--- src/dcr_map.svh ---
`ifndef DCR_MAP_SVH
`define DCR_MAP_SVH
// Notes on behaviour
// - config bit 7 picks spread range: 0 is 20-50 MHz, 1 is 5-20 MHz.
// - strobe edge bit: 0 aligns data to falling clock edge, 1 to rising.
// - config field 3:2: 00 filter off, 01 filter on, 10/11 reserved.
// - sleep bit enters sleep keeping all registers; clearing it resumes normal work.
// - register-control 0 takes config from pins; 1 from registers except address.
// - address bit 7: 0 uses strap-decoded address, 1 uses the register field.
// - address field resets to 1110000; only 0x71, 0x72, 0x73, 0x76 valid.
// - hold-low bit 0 drives outputs low except lock and pass; 1 releases them.
// - hold-low control acts only while link is locked; ignored when unlocked.
// - in sleep, select bit drives outputs low (0) or high-z (1); pass high.
// - strap override 0 leaves hold-low to strap; 1 forces hold-low off while register-control is 1.
// - oscillator select 000 disables; 001..111 pick 50 down to 6.3 MHz.
// - top three bits of fourth register pick one of eight equalizer gain steps.
// - all four registers read and write; fields reset to defaults.
// - first register resets to 00h; writing 01h enables register configuration.
// - enabled control filter rejects short glitches on the control signals.
// - bus slave at one of four addresses; acks writes, host acks reads.

// register offsets
`define DCR_OFS_CONFIG 8'h00
`define DCR_OFS_ADDR 8'h01
`define DCR_OFS_FEAT 8'h02
`define DCR_OFS_EQSS 8'h03
// reset values
`define DCR_RST_CONFIG 8'h00
`define DCR_RST_ADDR 8'h70
`define DCR_RST_FEAT 8'h00
`define DCR_RST_EQSS 8'h00
// field positions
`define DCR_CFG_REGCTL 0
`define DCR_CFG_SLEEP 1
`define DCR_CFG_MODE_LO 2
`define DCR_CFG_MODE_HI 3
`define DCR_CFG_EDGE 4
`define DCR_CFG_SLEW_DATA 5
`define DCR_CFG_SLEW_CLK 6
`define DCR_CFG_LOWRANGE 7
`define DCR_ADDR_SRC 7
`define DCR_FEAT_OSC_HI 2
`define DCR_FEAT_OVR 3
`define DCR_FEAT_OSS 6
`define DCR_FEAT_HOLD 7
`define DCR_EQ_LO 5
// filter mode codes
`define DCR_MODE_FILT_OFF 2'h0
`define DCR_MODE_FILT_ON 2'h1
// valid bus addresses by strap code
`define DCR_BUS_ADDR0 7'h71
`define DCR_BUS_ADDR1 7'h72
`define DCR_BUS_ADDR2 7'h73
`define DCR_BUS_ADDR3 7'h76
// control filter: a level must stand this long before it passes
`define DCR_CLK_PERIOD_NS 10
`define DCR_FILT_TIME_NS 40
`define DCR_FILT_CYC ((`DCR_FILT_TIME_NS + `DCR_CLK_PERIOD_NS - 1) / `DCR_CLK_PERIOD_NS)
`endif

--- src/dcr_pkg.sv ---
package dcr_pkg;
	typedef enum logic [2:0] {
		DCR_IDLE,
		DCR_ADDR,
		DCR_ACK_ADDR,
		DCR_WRITE,
		DCR_ACK_WR,
		DCR_READ,
		DCR_ACK_RD
	} dcr_bus_state_e;
	typedef logic [7:0] dcr_byte_t;
endpackage

--- src/dcr_sync2.sv ---
`timescale 1ns/1ns
module dcr_sync2 import dcr_pkg::*; #(
	parameter int W = 1
) (
	input wire logic core_clk_in,
	input wire logic rstn_in,
	input wire logic ce_in,
	input wire logic [W-1:0] d_in,
	output logic [W-1:0] q_out
);
	logic [W-1:0] meta_reg;

	always_ff @(posedge core_clk_in or negedge rstn_in) begin
		if (!rstn_in) begin
			meta_reg <= '0;
			q_out <= '0;
		end else if (ce_in) begin
			meta_reg <= d_in;
			q_out <= meta_reg;
		end
	end
endmodule

--- src/dcr_i2c_slave.sv ---
`timescale 1ns/1ns
module dcr_i2c_slave import dcr_pkg::*; (
	input wire logic core_clk_in,
	input wire logic rstn_in,
	input wire logic ce_in,
	input wire logic scl_in,
	input wire logic sda_in,
	input wire logic [6:0] own_addr_in,
	input wire dcr_byte_t rd_data_in,
	output logic sda_oe_out,
	output logic wr_en_out,
	output dcr_byte_t ptr_out,
	output dcr_byte_t wr_data_out
);
	// ----------------------------------------
	// pin sampling and bus conditions
	// ----------------------------------------
	logic scl_s, sda_s, scl_d_reg, sda_d_reg;
	dcr_sync2 #(.W(2)) u_sync (
		.core_clk_in(core_clk_in),
		.rstn_in(rstn_in),
		.ce_in(ce_in),
		.d_in({scl_in, sda_in}),
		.q_out({scl_s, sda_s})
	);
	always_ff @(posedge core_clk_in or negedge rstn_in) begin
		if (!rstn_in) begin
			scl_d_reg <= 1'b0;
			sda_d_reg <= 1'b0;
		end else if (ce_in) begin
			scl_d_reg <= scl_s;
			sda_d_reg <= sda_s;
		end
	end
	wire logic scl_rise = scl_s & ~scl_d_reg;
	wire logic scl_fall = ~scl_s & scl_d_reg;
	wire logic start_seen = scl_s & scl_d_reg & sda_d_reg & ~sda_s;
	wire logic stop_seen = scl_s & scl_d_reg & ~sda_d_reg & sda_s;

	// ----------------------------------------
	// protocol engine
	// ----------------------------------------
	dcr_bus_state_e state_reg;
	dcr_byte_t shift_reg;
	logic [2:0] bit_reg;
	logic first_reg, read_reg, match_reg, nack_reg, got_reg;
	// byte arrives on the eighth rising clock edge
	wire logic byte_in = scl_rise & (bit_reg == 3'h7);
	wire dcr_byte_t byte_val = {shift_reg[6:0], sda_s};

	always_ff @(posedge core_clk_in or negedge rstn_in) begin
		if (!rstn_in) begin
			state_reg <= DCR_IDLE;
			shift_reg <= 8'h00;
			bit_reg <= 3'h0;
			first_reg <= 1'b0;
			read_reg <= 1'b0;
			match_reg <= 1'b0;
			nack_reg <= 1'b0;
			got_reg <= 1'b0;
			sda_oe_out <= 1'b0;
			wr_en_out <= 1'b0;
			ptr_out <= 8'h00;
			wr_data_out <= 8'h00;
		end else if (ce_in) begin
			wr_en_out <= 1'b0;
			if (start_seen) begin
				// repeated start keeps the pointer for the read that follows
				state_reg <= DCR_ADDR;
				bit_reg <= 3'h0;
				got_reg <= 1'b0;
				sda_oe_out <= 1'b0;
			end else if (stop_seen) begin
				state_reg <= DCR_IDLE;
				sda_oe_out <= 1'b0;
			end else begin
				unique case (state_reg)
				DCR_IDLE: begin
				end
				DCR_ADDR: begin
					if (scl_rise) begin
						shift_reg <= byte_val;
						bit_reg <= bit_reg + 3'h1;
					end
					if (byte_in) begin
						got_reg <= 1'b1;
						match_reg <= (byte_val[7:1] == own_addr_in);
						read_reg <= byte_val[0];
					end
					// the clock fall that closes a start carries no byte yet
					if (scl_fall && got_reg) begin
						got_reg <= 1'b0;
						if (match_reg) begin
							state_reg <= DCR_ACK_ADDR;
							sda_oe_out <= 1'b1;
						end else begin
							state_reg <= DCR_IDLE;
						end
					end
				end
				DCR_ACK_ADDR: begin
					if (scl_fall) begin
						first_reg <= 1'b1;
						if (read_reg) begin
							state_reg <= DCR_READ;
							shift_reg <= rd_data_in;
							sda_oe_out <= ~rd_data_in[7];
						end else begin
							state_reg <= DCR_WRITE;
							sda_oe_out <= 1'b0;
						end
					end
				end
				DCR_WRITE: begin
					if (scl_rise) begin
						shift_reg <= byte_val;
						bit_reg <= bit_reg + 3'h1;
					end
					if (byte_in) begin
						if (first_reg) begin
							ptr_out <= byte_val;
						end else begin
							wr_en_out <= 1'b1;
							wr_data_out <= byte_val;
						end
					end
					if (scl_fall && bit_reg == 3'h0) begin
						state_reg <= DCR_ACK_WR;
						sda_oe_out <= 1'b1;
					end
				end
				DCR_ACK_WR: begin
					if (scl_fall) begin
						state_reg <= DCR_WRITE;
						sda_oe_out <= 1'b0;
						// pointer byte must not advance the pointer
						first_reg <= 1'b0;
					end
					if (scl_rise && !first_reg) begin
						ptr_out <= ptr_out + 8'h01;
					end
				end
				DCR_READ: begin
					if (scl_fall) begin
						if (bit_reg == 3'h7) begin
							state_reg <= DCR_ACK_RD;
							sda_oe_out <= 1'b0;
							bit_reg <= 3'h0;
							ptr_out <= ptr_out + 8'h01;
						end else begin
							shift_reg <= {shift_reg[6:0], 1'b0};
							sda_oe_out <= ~shift_reg[6];
							bit_reg <= bit_reg + 3'h1;
						end
					end
				end
				DCR_ACK_RD: begin
					if (scl_rise) begin
						nack_reg <= sda_s;
					end
					if (scl_fall) begin
						// host nack ends the read; wait for stop
						if (nack_reg) begin
							state_reg <= DCR_IDLE;
						end else begin
							state_reg <= DCR_READ;
							shift_reg <= rd_data_in;
							sda_oe_out <= ~rd_data_in[7];
						end
					end
				end
				endcase
			end
		end
	end
endmodule

--- src/dcr_top.sv ---
`timescale 1ns/1ns
`include "dcr_map.svh"
module dcr_top import dcr_pkg::*; (
	input wire logic core_clk_in,
	input wire logic rstn_in,
	input wire logic ce_in,
	input wire logic scl_in,
	input wire logic sda_in,
	output logic sda_out,
	output logic sda_oe_out,
	input wire logic [1:0] address_strap_pin_in,
	input wire logic strap_strobe_edge_select_in,
	input wire logic strap_filter_in,
	input wire logic strap_low_range_in,
	input wire logic strap_output_hold_low_in,
	input wire logic link_locked_in,
	input wire logic pass_in,
	input wire logic clk_phase_in,
	input wire logic [23:0] data_in,
	input wire logic [2:0] ctrl_in,
	output logic recovered_clock_out,
	output logic [23:0] data_out,
	output logic control_out_first_out,
	output logic control_out_second_out,
	output logic control_out_third_out,
	output logic outputs_oe_out,
	output logic link_locked_out,
	output logic pass_out,
	output logic low_range_spread_select_out,
	output logic clock_out_slew_boost_out,
	output logic data_out_slew_boost_out,
	output logic [2:0] internal_oscillator_select_out,
	output logic [2:0] equalizer_gain_step_out,
	output logic [3:0] spread_clock_generator_out,
	output logic equalizer_enable_out
);
	// ----------------------------------------
	// strap and lock pins
	// ----------------------------------------
	logic [1:0] strap_id_s;
	logic strap_edge_s, strap_filt_s, strap_lr_s, strap_hold_s, lock_s, pass_s;
	dcr_sync2 #(.W(8)) u_pin_sync (
		.core_clk_in(core_clk_in),
		.rstn_in(rstn_in),
		.ce_in(ce_in),
		.d_in({address_strap_pin_in, strap_strobe_edge_select_in, strap_filter_in,
			strap_low_range_in, strap_output_hold_low_in, link_locked_in, pass_in}),
		.q_out({strap_id_s, strap_edge_s, strap_filt_s, strap_lr_s, strap_hold_s, lock_s, pass_s})
	);

	// ----------------------------------------
	// register bank
	// ----------------------------------------
	dcr_byte_t deserializer_config_reg, bus_address_control_reg;
	dcr_byte_t output_feature_control_reg, equalizer_spread_control_reg;
	dcr_byte_t ptr, wr_data, rd_data;
	logic wr_en;

	// reserved bits and reserved mode codes are stored as written and read back
	always_ff @(posedge core_clk_in or negedge rstn_in) begin
		if (!rstn_in) begin
			deserializer_config_reg <= `DCR_RST_CONFIG;
			bus_address_control_reg <= `DCR_RST_ADDR;
			output_feature_control_reg <= `DCR_RST_FEAT;
			equalizer_spread_control_reg <= `DCR_RST_EQSS;
		end else if (ce_in && wr_en) begin
			unique case (ptr)
			`DCR_OFS_CONFIG: deserializer_config_reg <= wr_data;
			`DCR_OFS_ADDR: bus_address_control_reg <= wr_data;
			`DCR_OFS_FEAT: output_feature_control_reg <= wr_data;
			`DCR_OFS_EQSS: equalizer_spread_control_reg <= wr_data;
			default: begin
			end
			endcase
		end
	end

	always_comb begin
		unique case (ptr)
		`DCR_OFS_CONFIG: rd_data = deserializer_config_reg;
		`DCR_OFS_ADDR: rd_data = bus_address_control_reg;
		`DCR_OFS_FEAT: rd_data = output_feature_control_reg;
		`DCR_OFS_EQSS: rd_data = equalizer_spread_control_reg;
		default: rd_data = 8'h00;
		endcase
	end

	// ----------------------------------------
	// bus address and slave
	// ----------------------------------------
	logic [6:0] strap_addr, own_addr;
	always_comb begin
		unique case (strap_id_s)
		2'h0: strap_addr = `DCR_BUS_ADDR0;
		2'h1: strap_addr = `DCR_BUS_ADDR1;
		2'h2: strap_addr = `DCR_BUS_ADDR2;
		2'h3: strap_addr = `DCR_BUS_ADDR3;
		endcase
	end
	// address source ignores register-control on purpose
	assign own_addr = bus_address_control_reg[`DCR_ADDR_SRC] ? bus_address_control_reg[6:0] : strap_addr;

	logic slave_oe;
	dcr_i2c_slave u_slave (
		.core_clk_in(core_clk_in),
		.rstn_in(rstn_in),
		.ce_in(ce_in),
		.scl_in(scl_in),
		.sda_in(sda_in),
		.own_addr_in(own_addr),
		.rd_data_in(rd_data),
		.sda_oe_out(slave_oe),
		.wr_en_out(wr_en),
		.ptr_out(ptr),
		.wr_data_out(wr_data)
	);
	// open drain: only ever pull low
	assign sda_oe_out = slave_oe;
	assign sda_out = 1'b0;

	// ----------------------------------------
	// effective configuration
	// ----------------------------------------
	wire logic reg_mode = deserializer_config_reg[`DCR_CFG_REGCTL];
	wire logic [1:0] mode_code = deserializer_config_reg[`DCR_CFG_MODE_HI:`DCR_CFG_MODE_LO];
	wire logic edge_eff = reg_mode ? deserializer_config_reg[`DCR_CFG_EDGE] : strap_edge_s;
	// reserved mode codes leave the filter off
	wire logic filt_eff = reg_mode ? (mode_code == `DCR_MODE_FILT_ON) : strap_filt_s;
	wire logic lr_eff = reg_mode ? deserializer_config_reg[`DCR_CFG_LOWRANGE] : strap_lr_s;
	wire logic sleep_eff = reg_mode & deserializer_config_reg[`DCR_CFG_SLEEP];
	wire logic sleep_output_state_select = output_feature_control_reg[`DCR_FEAT_OSS];
	wire logic hold_feat = ~(reg_mode & output_feature_control_reg[`DCR_FEAT_OVR]) & strap_hold_s;
	wire logic hold_eff = lock_s & hold_feat & ~output_feature_control_reg[`DCR_FEAT_HOLD];
	wire logic quiet = sleep_eff | hold_eff;

	// ----------------------------------------
	// control glitch filter
	// ----------------------------------------
	localparam logic [3:0] FILT_LAST = 4'(`DCR_FILT_CYC - 1);
	logic [2:0] ctrl_filt;
	genvar gi;
	generate
		for (gi = 0; gi < 3; gi++) begin : g_filt
			logic cand_reg, val_reg;
			logic [3:0] cnt_reg;
			// a level must hold for the full window, so real edges lag by that much
			always_ff @(posedge core_clk_in or negedge rstn_in) begin
				if (!rstn_in) begin
					cand_reg <= 1'b0;
					val_reg <= 1'b0;
					cnt_reg <= 4'h0;
				end else if (ce_in) begin
					if (ctrl_in[gi] != cand_reg) begin
						cand_reg <= ctrl_in[gi];
						cnt_reg <= 4'h0;
					end else if (cnt_reg != FILT_LAST) begin
						cnt_reg <= cnt_reg + 4'h1;
					end else begin
						val_reg <= cand_reg;
					end
				end
			end
			assign ctrl_filt[gi] = filt_eff ? val_reg : ctrl_in[gi];
		end
	endgenerate

	// ----------------------------------------
	// output stage
	// ----------------------------------------
	always_ff @(posedge core_clk_in or negedge rstn_in) begin
		if (!rstn_in) begin
			data_out <= 24'h000000;
			control_out_first_out <= 1'b0;
			control_out_second_out <= 1'b0;
			control_out_third_out <= 1'b0;
			recovered_clock_out <= 1'b0;
		end else if (ce_in) begin
			data_out <= quiet ? 24'h000000 : data_in;
			control_out_first_out <= ~quiet & ctrl_filt[0];
			control_out_second_out <= ~quiet & ctrl_filt[1];
			control_out_third_out <= ~quiet & ctrl_filt[2];
			// falling-edge strobe inverts the clock so data settles on the opposite edge
			recovered_clock_out <= ~quiet & (clk_phase_in ^ ~edge_eff);
		end
	end

	always_ff @(posedge core_clk_in or negedge rstn_in) begin
		if (!rstn_in) begin
			outputs_oe_out <= 1'b1;
			link_locked_out <= 1'b0;
			pass_out <= 1'b0;
		end else if (ce_in) begin
			outputs_oe_out <= ~(sleep_eff & sleep_output_state_select);
			link_locked_out <= lock_s;
			pass_out <= sleep_eff | pass_s;
		end
	end

	always_ff @(posedge core_clk_in or negedge rstn_in) begin
		if (!rstn_in) begin
			low_range_spread_select_out <= 1'b0;
			clock_out_slew_boost_out <= 1'b0;
			data_out_slew_boost_out <= 1'b0;
			internal_oscillator_select_out <= 3'h0;
			equalizer_gain_step_out <= 3'h0;
			spread_clock_generator_out <= 4'h0;
			equalizer_enable_out <= 1'b0;
		end else if (ce_in) begin
			low_range_spread_select_out <= lr_eff;
			clock_out_slew_boost_out <= reg_mode & deserializer_config_reg[`DCR_CFG_SLEW_CLK];
			data_out_slew_boost_out <= reg_mode & deserializer_config_reg[`DCR_CFG_SLEW_DATA];
			internal_oscillator_select_out <= reg_mode ? output_feature_control_reg[`DCR_FEAT_OSC_HI:0] : 3'h0;
			equalizer_gain_step_out <= reg_mode ? equalizer_spread_control_reg[7:`DCR_EQ_LO] : 3'h0;
			spread_clock_generator_out <= reg_mode ? equalizer_spread_control_reg[3:0] : 4'h0;
			equalizer_enable_out <= reg_mode & equalizer_spread_control_reg[4];
		end
	end
endmodule

--- config.mk ---
export PLATFORM = sky130hd
export DESIGN_NAME = dcr_top
export DESIGN_NICKNAME = d
export VERILOG_FILES = /design/src/dcr_pkg.sv /design/src/dcr_sync2.sv /design/src/dcr_i2c_slave.sv /design/src/dcr_top.sv
export VERILOG_INCLUDE_DIRS = /design/src /design/src/src
export SDC_FILE = /design/constraint.sdc
export NUM_CORES = 1
export LEC_CHECK = 0
export BUFFER_PORTS_ARGS = -buffer_cell sky130_fd_sc_hd__buf_2
export CORE_ASPECT_RATIO = 1.1
export CORE_MARGIN = 2
export CORE_UTILIZATION = 45
export DETAILED_ROUTE_END_ITERATION = 8
export SYNTH_ARGS = -nofsm -noshare
export SYNTH_HDL_FRONTEND = slang
export SYNTH_SLANG_ARGS = --single-unit
--- constraint.sdc ---
create_clock -name core_clk_in -period 6.1 [get_ports core_clk_in]
set_input_delay 1.22 -clock core_clk_in [delete_from_list [all_inputs] [get_ports core_clk_in]]
set_output_delay 1.22 -clock core_clk_in [all_outputs]
set_load 0.005 [all_outputs]
==> out/results.tsv <==
stage	metric	value	unit
run_status	result of the run	finished clean	
logic_synthesis	Mean Syn Cell Area	11.2	sq um
floorplanning	DIE AREA	17100	sq um
timing	Final Max Slew Viols	0	
clocking	Hold-fix buffers, CTS	0	
logic_synthesis	ys async rst share	100	%
logic_synthesis	Synth area leader	dfrtp_1	
setup_path	Critical-path top delay cell	a2111oi_4	
timing	Final Hold Fails	0	
placement	Cell Area, Placed	7760	sq um
worst_hold_path	hold depth	1	
timing	Period minus WS final	3.31	ns
floorplanning	standard-cell rows	48	
layout	Filler Cell Count	1341	
setup_path	CP cell instances	nor2b_1 -> o21ai_0 -> a2111oi_4 -> o21ai_1 -> a22oi_1	
detailed_routing	via count	5257	
floorplanning	initial core utilization	46.0	%
logic_synthesis	Synth cell types	65	
logic_synthesis	Top FF cell, synth	dfrtp_1	
global_route	vias in the first global route	5357	
layout	most frequent cells in the layout	dfrtp_1 (149), buf_2 (85), mux2_2 (76)	
global_route	GRT Util Overall	20.1	%
clocking	H-tree Lvls	4	
floorplanning	io pins	88	
detailed_routing	vias per cell	5.67	
timing	RSZ-0062 raised after global routing	no	
timing	slew margin rel.	24.6	%
detailed_routing	DR DRC count	0	
layout	Finished Cell Area	8370	sq um
setup_path	Worst setup SP type	flip-flop	
timing	fmax	302	MHz
logic_synthesis	Synth Cell Area	7220	sq um
logic_synthesis	Syn. warnings	0	
layout	fin util	53.4	%
floorplanning	core footprint	15700	sq um
logic_synthesis	cells after synthesis	644	
worst_hold_path	worst min-delay path startpoint	control_out_second_out	
placement	GPL Wtd Cong	0.822	
clocking	Clock Tree Buf Depth	2	
detailed_routing	drt first pass iters	5	
setup_path	WP data required	6.44	ns
setup_path	Reg2Reg Depth	5	
timing	setup TNS	0	ns
timing	Slew @ Worst Pin	1.12	ns
logic_synthesis	synthesized netlist net count	695	
worst_hold_path	WHS Endpoint	control_out_second_out	
placement	Detailed Place HPWL	11100	microns
logic_synthesis	sequential share of the synthesized area	53.1	%
setup_path	CP peak stage delay	0.92	ns
setup_path	Worst Path Arrival	3.65	ns
power	sw frac	31.4	%
layout	max FFs per register	24	
global_route	initial antenna violation count	0	
setup_path	critical path peak fanout	20	
floorplanning	Die X	125	microns
layout	most common cell after layout, fill and taps aside	dfrtp_1	
layout	final cell count without fillers	927	
logic_synthesis	post-synthesis register bit count	153	
clocking	Worst-path clk slew	0.06	ns
clocking	Sink Count	153	
power	Leak	0.00383	uW
setup_path	reg-to-reg slack, setup	2.79	ns
power	Gate power share	20.4	%
logic_synthesis	synth top area cells	dfrtp_1 (52%), mux2_2 (12%), a22o_1 (3.3%)	
clocking	clk_lat worst skew	0.43	ns
clocking	CTS Buf Count	17	
global_route	grt ovf	0	
clocking	post-CTS setup buffers	0	
power	Seq pwr share	43.8	%
timing	period utilization	54.3	%
power	sw power	932	uW
global_route	largest net degree at the start of global routing	97	
layout	share of cells above drive strength 1	29.8	%
power	clock share of power	35.8	%
power	Peak supply drop	0.200	mV
setup_path	WS Path Type	reg -> reg	
clocking	TritonCTS clock tree	built	
detailed_routing	Wirelength per Cell	17.6	microns
placement	Placed Instances	894	
setup_path	reg2reg end	u_slave.ptr_out[2]	
setup_path	delay-heaviest family, CP	compound AO/OA/AOI/OAI gates	
layout	Layout area overhead	15.9	%
detailed_routing	remaining antenna violation count	0	
power	internal power	2040	uW
detailed_routing	final wirelength	16300	microns
logic_synthesis	EDFF count, synth	0	
clocking	Resize count post-CTS	0	
setup_path	Worst R2R Start	u_slave.state_reg[2]	
clocking	clk root buf	clkbuf_16	
logic_synthesis	area share of the largest cell type after synthesis	51.7	%
timing	fin worst setup slack	2.79	ns
power	pwr dens	355	nW/um^2
detailed_routing	1st-iter DRT viols	431	
global_route	first-pass GRT wire length	27200	microns
timing	Setup Viol. Count Final	0	
setup_path	WP buf/inv	0	
floorplanning	DIE HEIGHT	137	microns
timing	Clock Skews	0.00836	ns
layout	NumNets Final	764	
placement	Place WS	2.59	ns
worst_hold_path	worst min path class	reg -> reg	
placement	I/O Buffers	86	
job	max cap viols	0	
setup_path	CP endpoint kind	flip-flop	
==> worst register-to-register path: cells and delay by family, from the launching register on <==
| kind | cells | cell delay [ns] |
|---|---|---|
| compound gates | 4 | 1.60 |
| flops | 1 | 0.71 |
| simple gates | 1 | 0.91 |
==> area by class of cell <==
| class | instances | area (sq um) | share of cell area [%] |
|---|---|---|---|
| timing repair buffer | 89 | 459 | 5.49 |
| inverter | 35 | 131 | 1.57 |
| antenna | 1 | 2.50 | 0.0299 |
| tap | 200 | 250 | 2.99 |
| multi-input combinational | 417 | 3080 | 36.9 |
| clock inverter | 12 | 139 | 1.66 |
| clock buffer | 20 | 467 | 5.58 |
| sequential | 153 | 3830 | 45.8 |
==> how the worst max path moves through the flow <==
| stage | startpoint | end | slack [ns] | depth (start not counted) |
|---|---|---|---|---|
| after global routing | u_slave.state_reg[2] | u_slave.ptr_out[4] | 2.36 | 5 |
| after global placement | ce_in | u_slave.ptr_out[6] | 2.66 | 6 |
| after CTS | u_slave.state_reg[2] | u_slave.ptr_out[2] | 2.80 | 5 |
| after floorplan | ce_in | u_slave.wr_data_out[0] | 3.48 | 4 |
| after detailed placement | ce_in | u_slave.ptr_out[2] | 2.59 | 6 |
| final | u_slave.state_reg[2] | u_slave.ptr_out[2] | 2.79 | 5 |
==> layer usage <==
metal | GRT usage [%] | routed length (microns) | vias to the layer above
met5 | 0 | 0 | -
met4 | 6.99 | 305 | 0
met3 | 6.06 | 942 | 25
met2 | 32.5 | 7770 | 163
met1 | 25.8 | 7320 | 2579
li1 | - | - | 2490
==> Yosys cell counts, drive strengths merged (3+ instances only) <==
master	number
nor2	19
a22o	27
o221ai	3
mux2i	10
o211ai	7
or4	4
and2	5
mux2	76
dfrtp	149
dfstp	4
a22oi	3
nand3	29
nand2b	4
nor3b	4
a32o	4
clkbuf	26
xnor2	7
nor2b	4
o22ai	6
a222oi	6
inv	35
a221oi	3
o31ai	5
o21ai	46
buf	13
a31oi	3
nor3	6
o2bb2ai	6
nand4	9
ha	10
xor2	5
a21oi	18
or3b	3
nand2	58
==> power by group through the flow <==
stage | Clock (uW) | Sequential, uW | Combinational [uW]
floorplan | 0 | 1240 | 476
global placement | 0 | 1310 | 587
detailed placement | 0 | 1310 | 607
CTS | 1090 | 1300 | 608
global route | 1130 | 1320 | 689
finish | 1060 | 1300 | 604
==> per-stage QoR <==
| stage | total power [uW] | hold WS (ns) |
|---|---|---|
| floorplan | 1720 | 0.441 |
| global placement | 1900 | 0.454 |
| detailed placement | 1920 | 0.468 |
| CTS | 3000 | 0.486 |
| global route | 3140 | 0.502 |
| finish | 2970 | 0.483 |
==> cell families (layout without fill, tap and decap cells) <==
family,Yosys count,in the layout,synth area share (%)
compound gates,154,154,15.3
simple gates,154,154,10.9
flops,153,153,53.1
mux,86,86,13.2
buf+inv,74,156,4.14
xor+xnor,12,12,1.46
fa+ha+maj,10,10,1.73
other cells,1,2,0.0520
(Power assumes the default switching activity.)
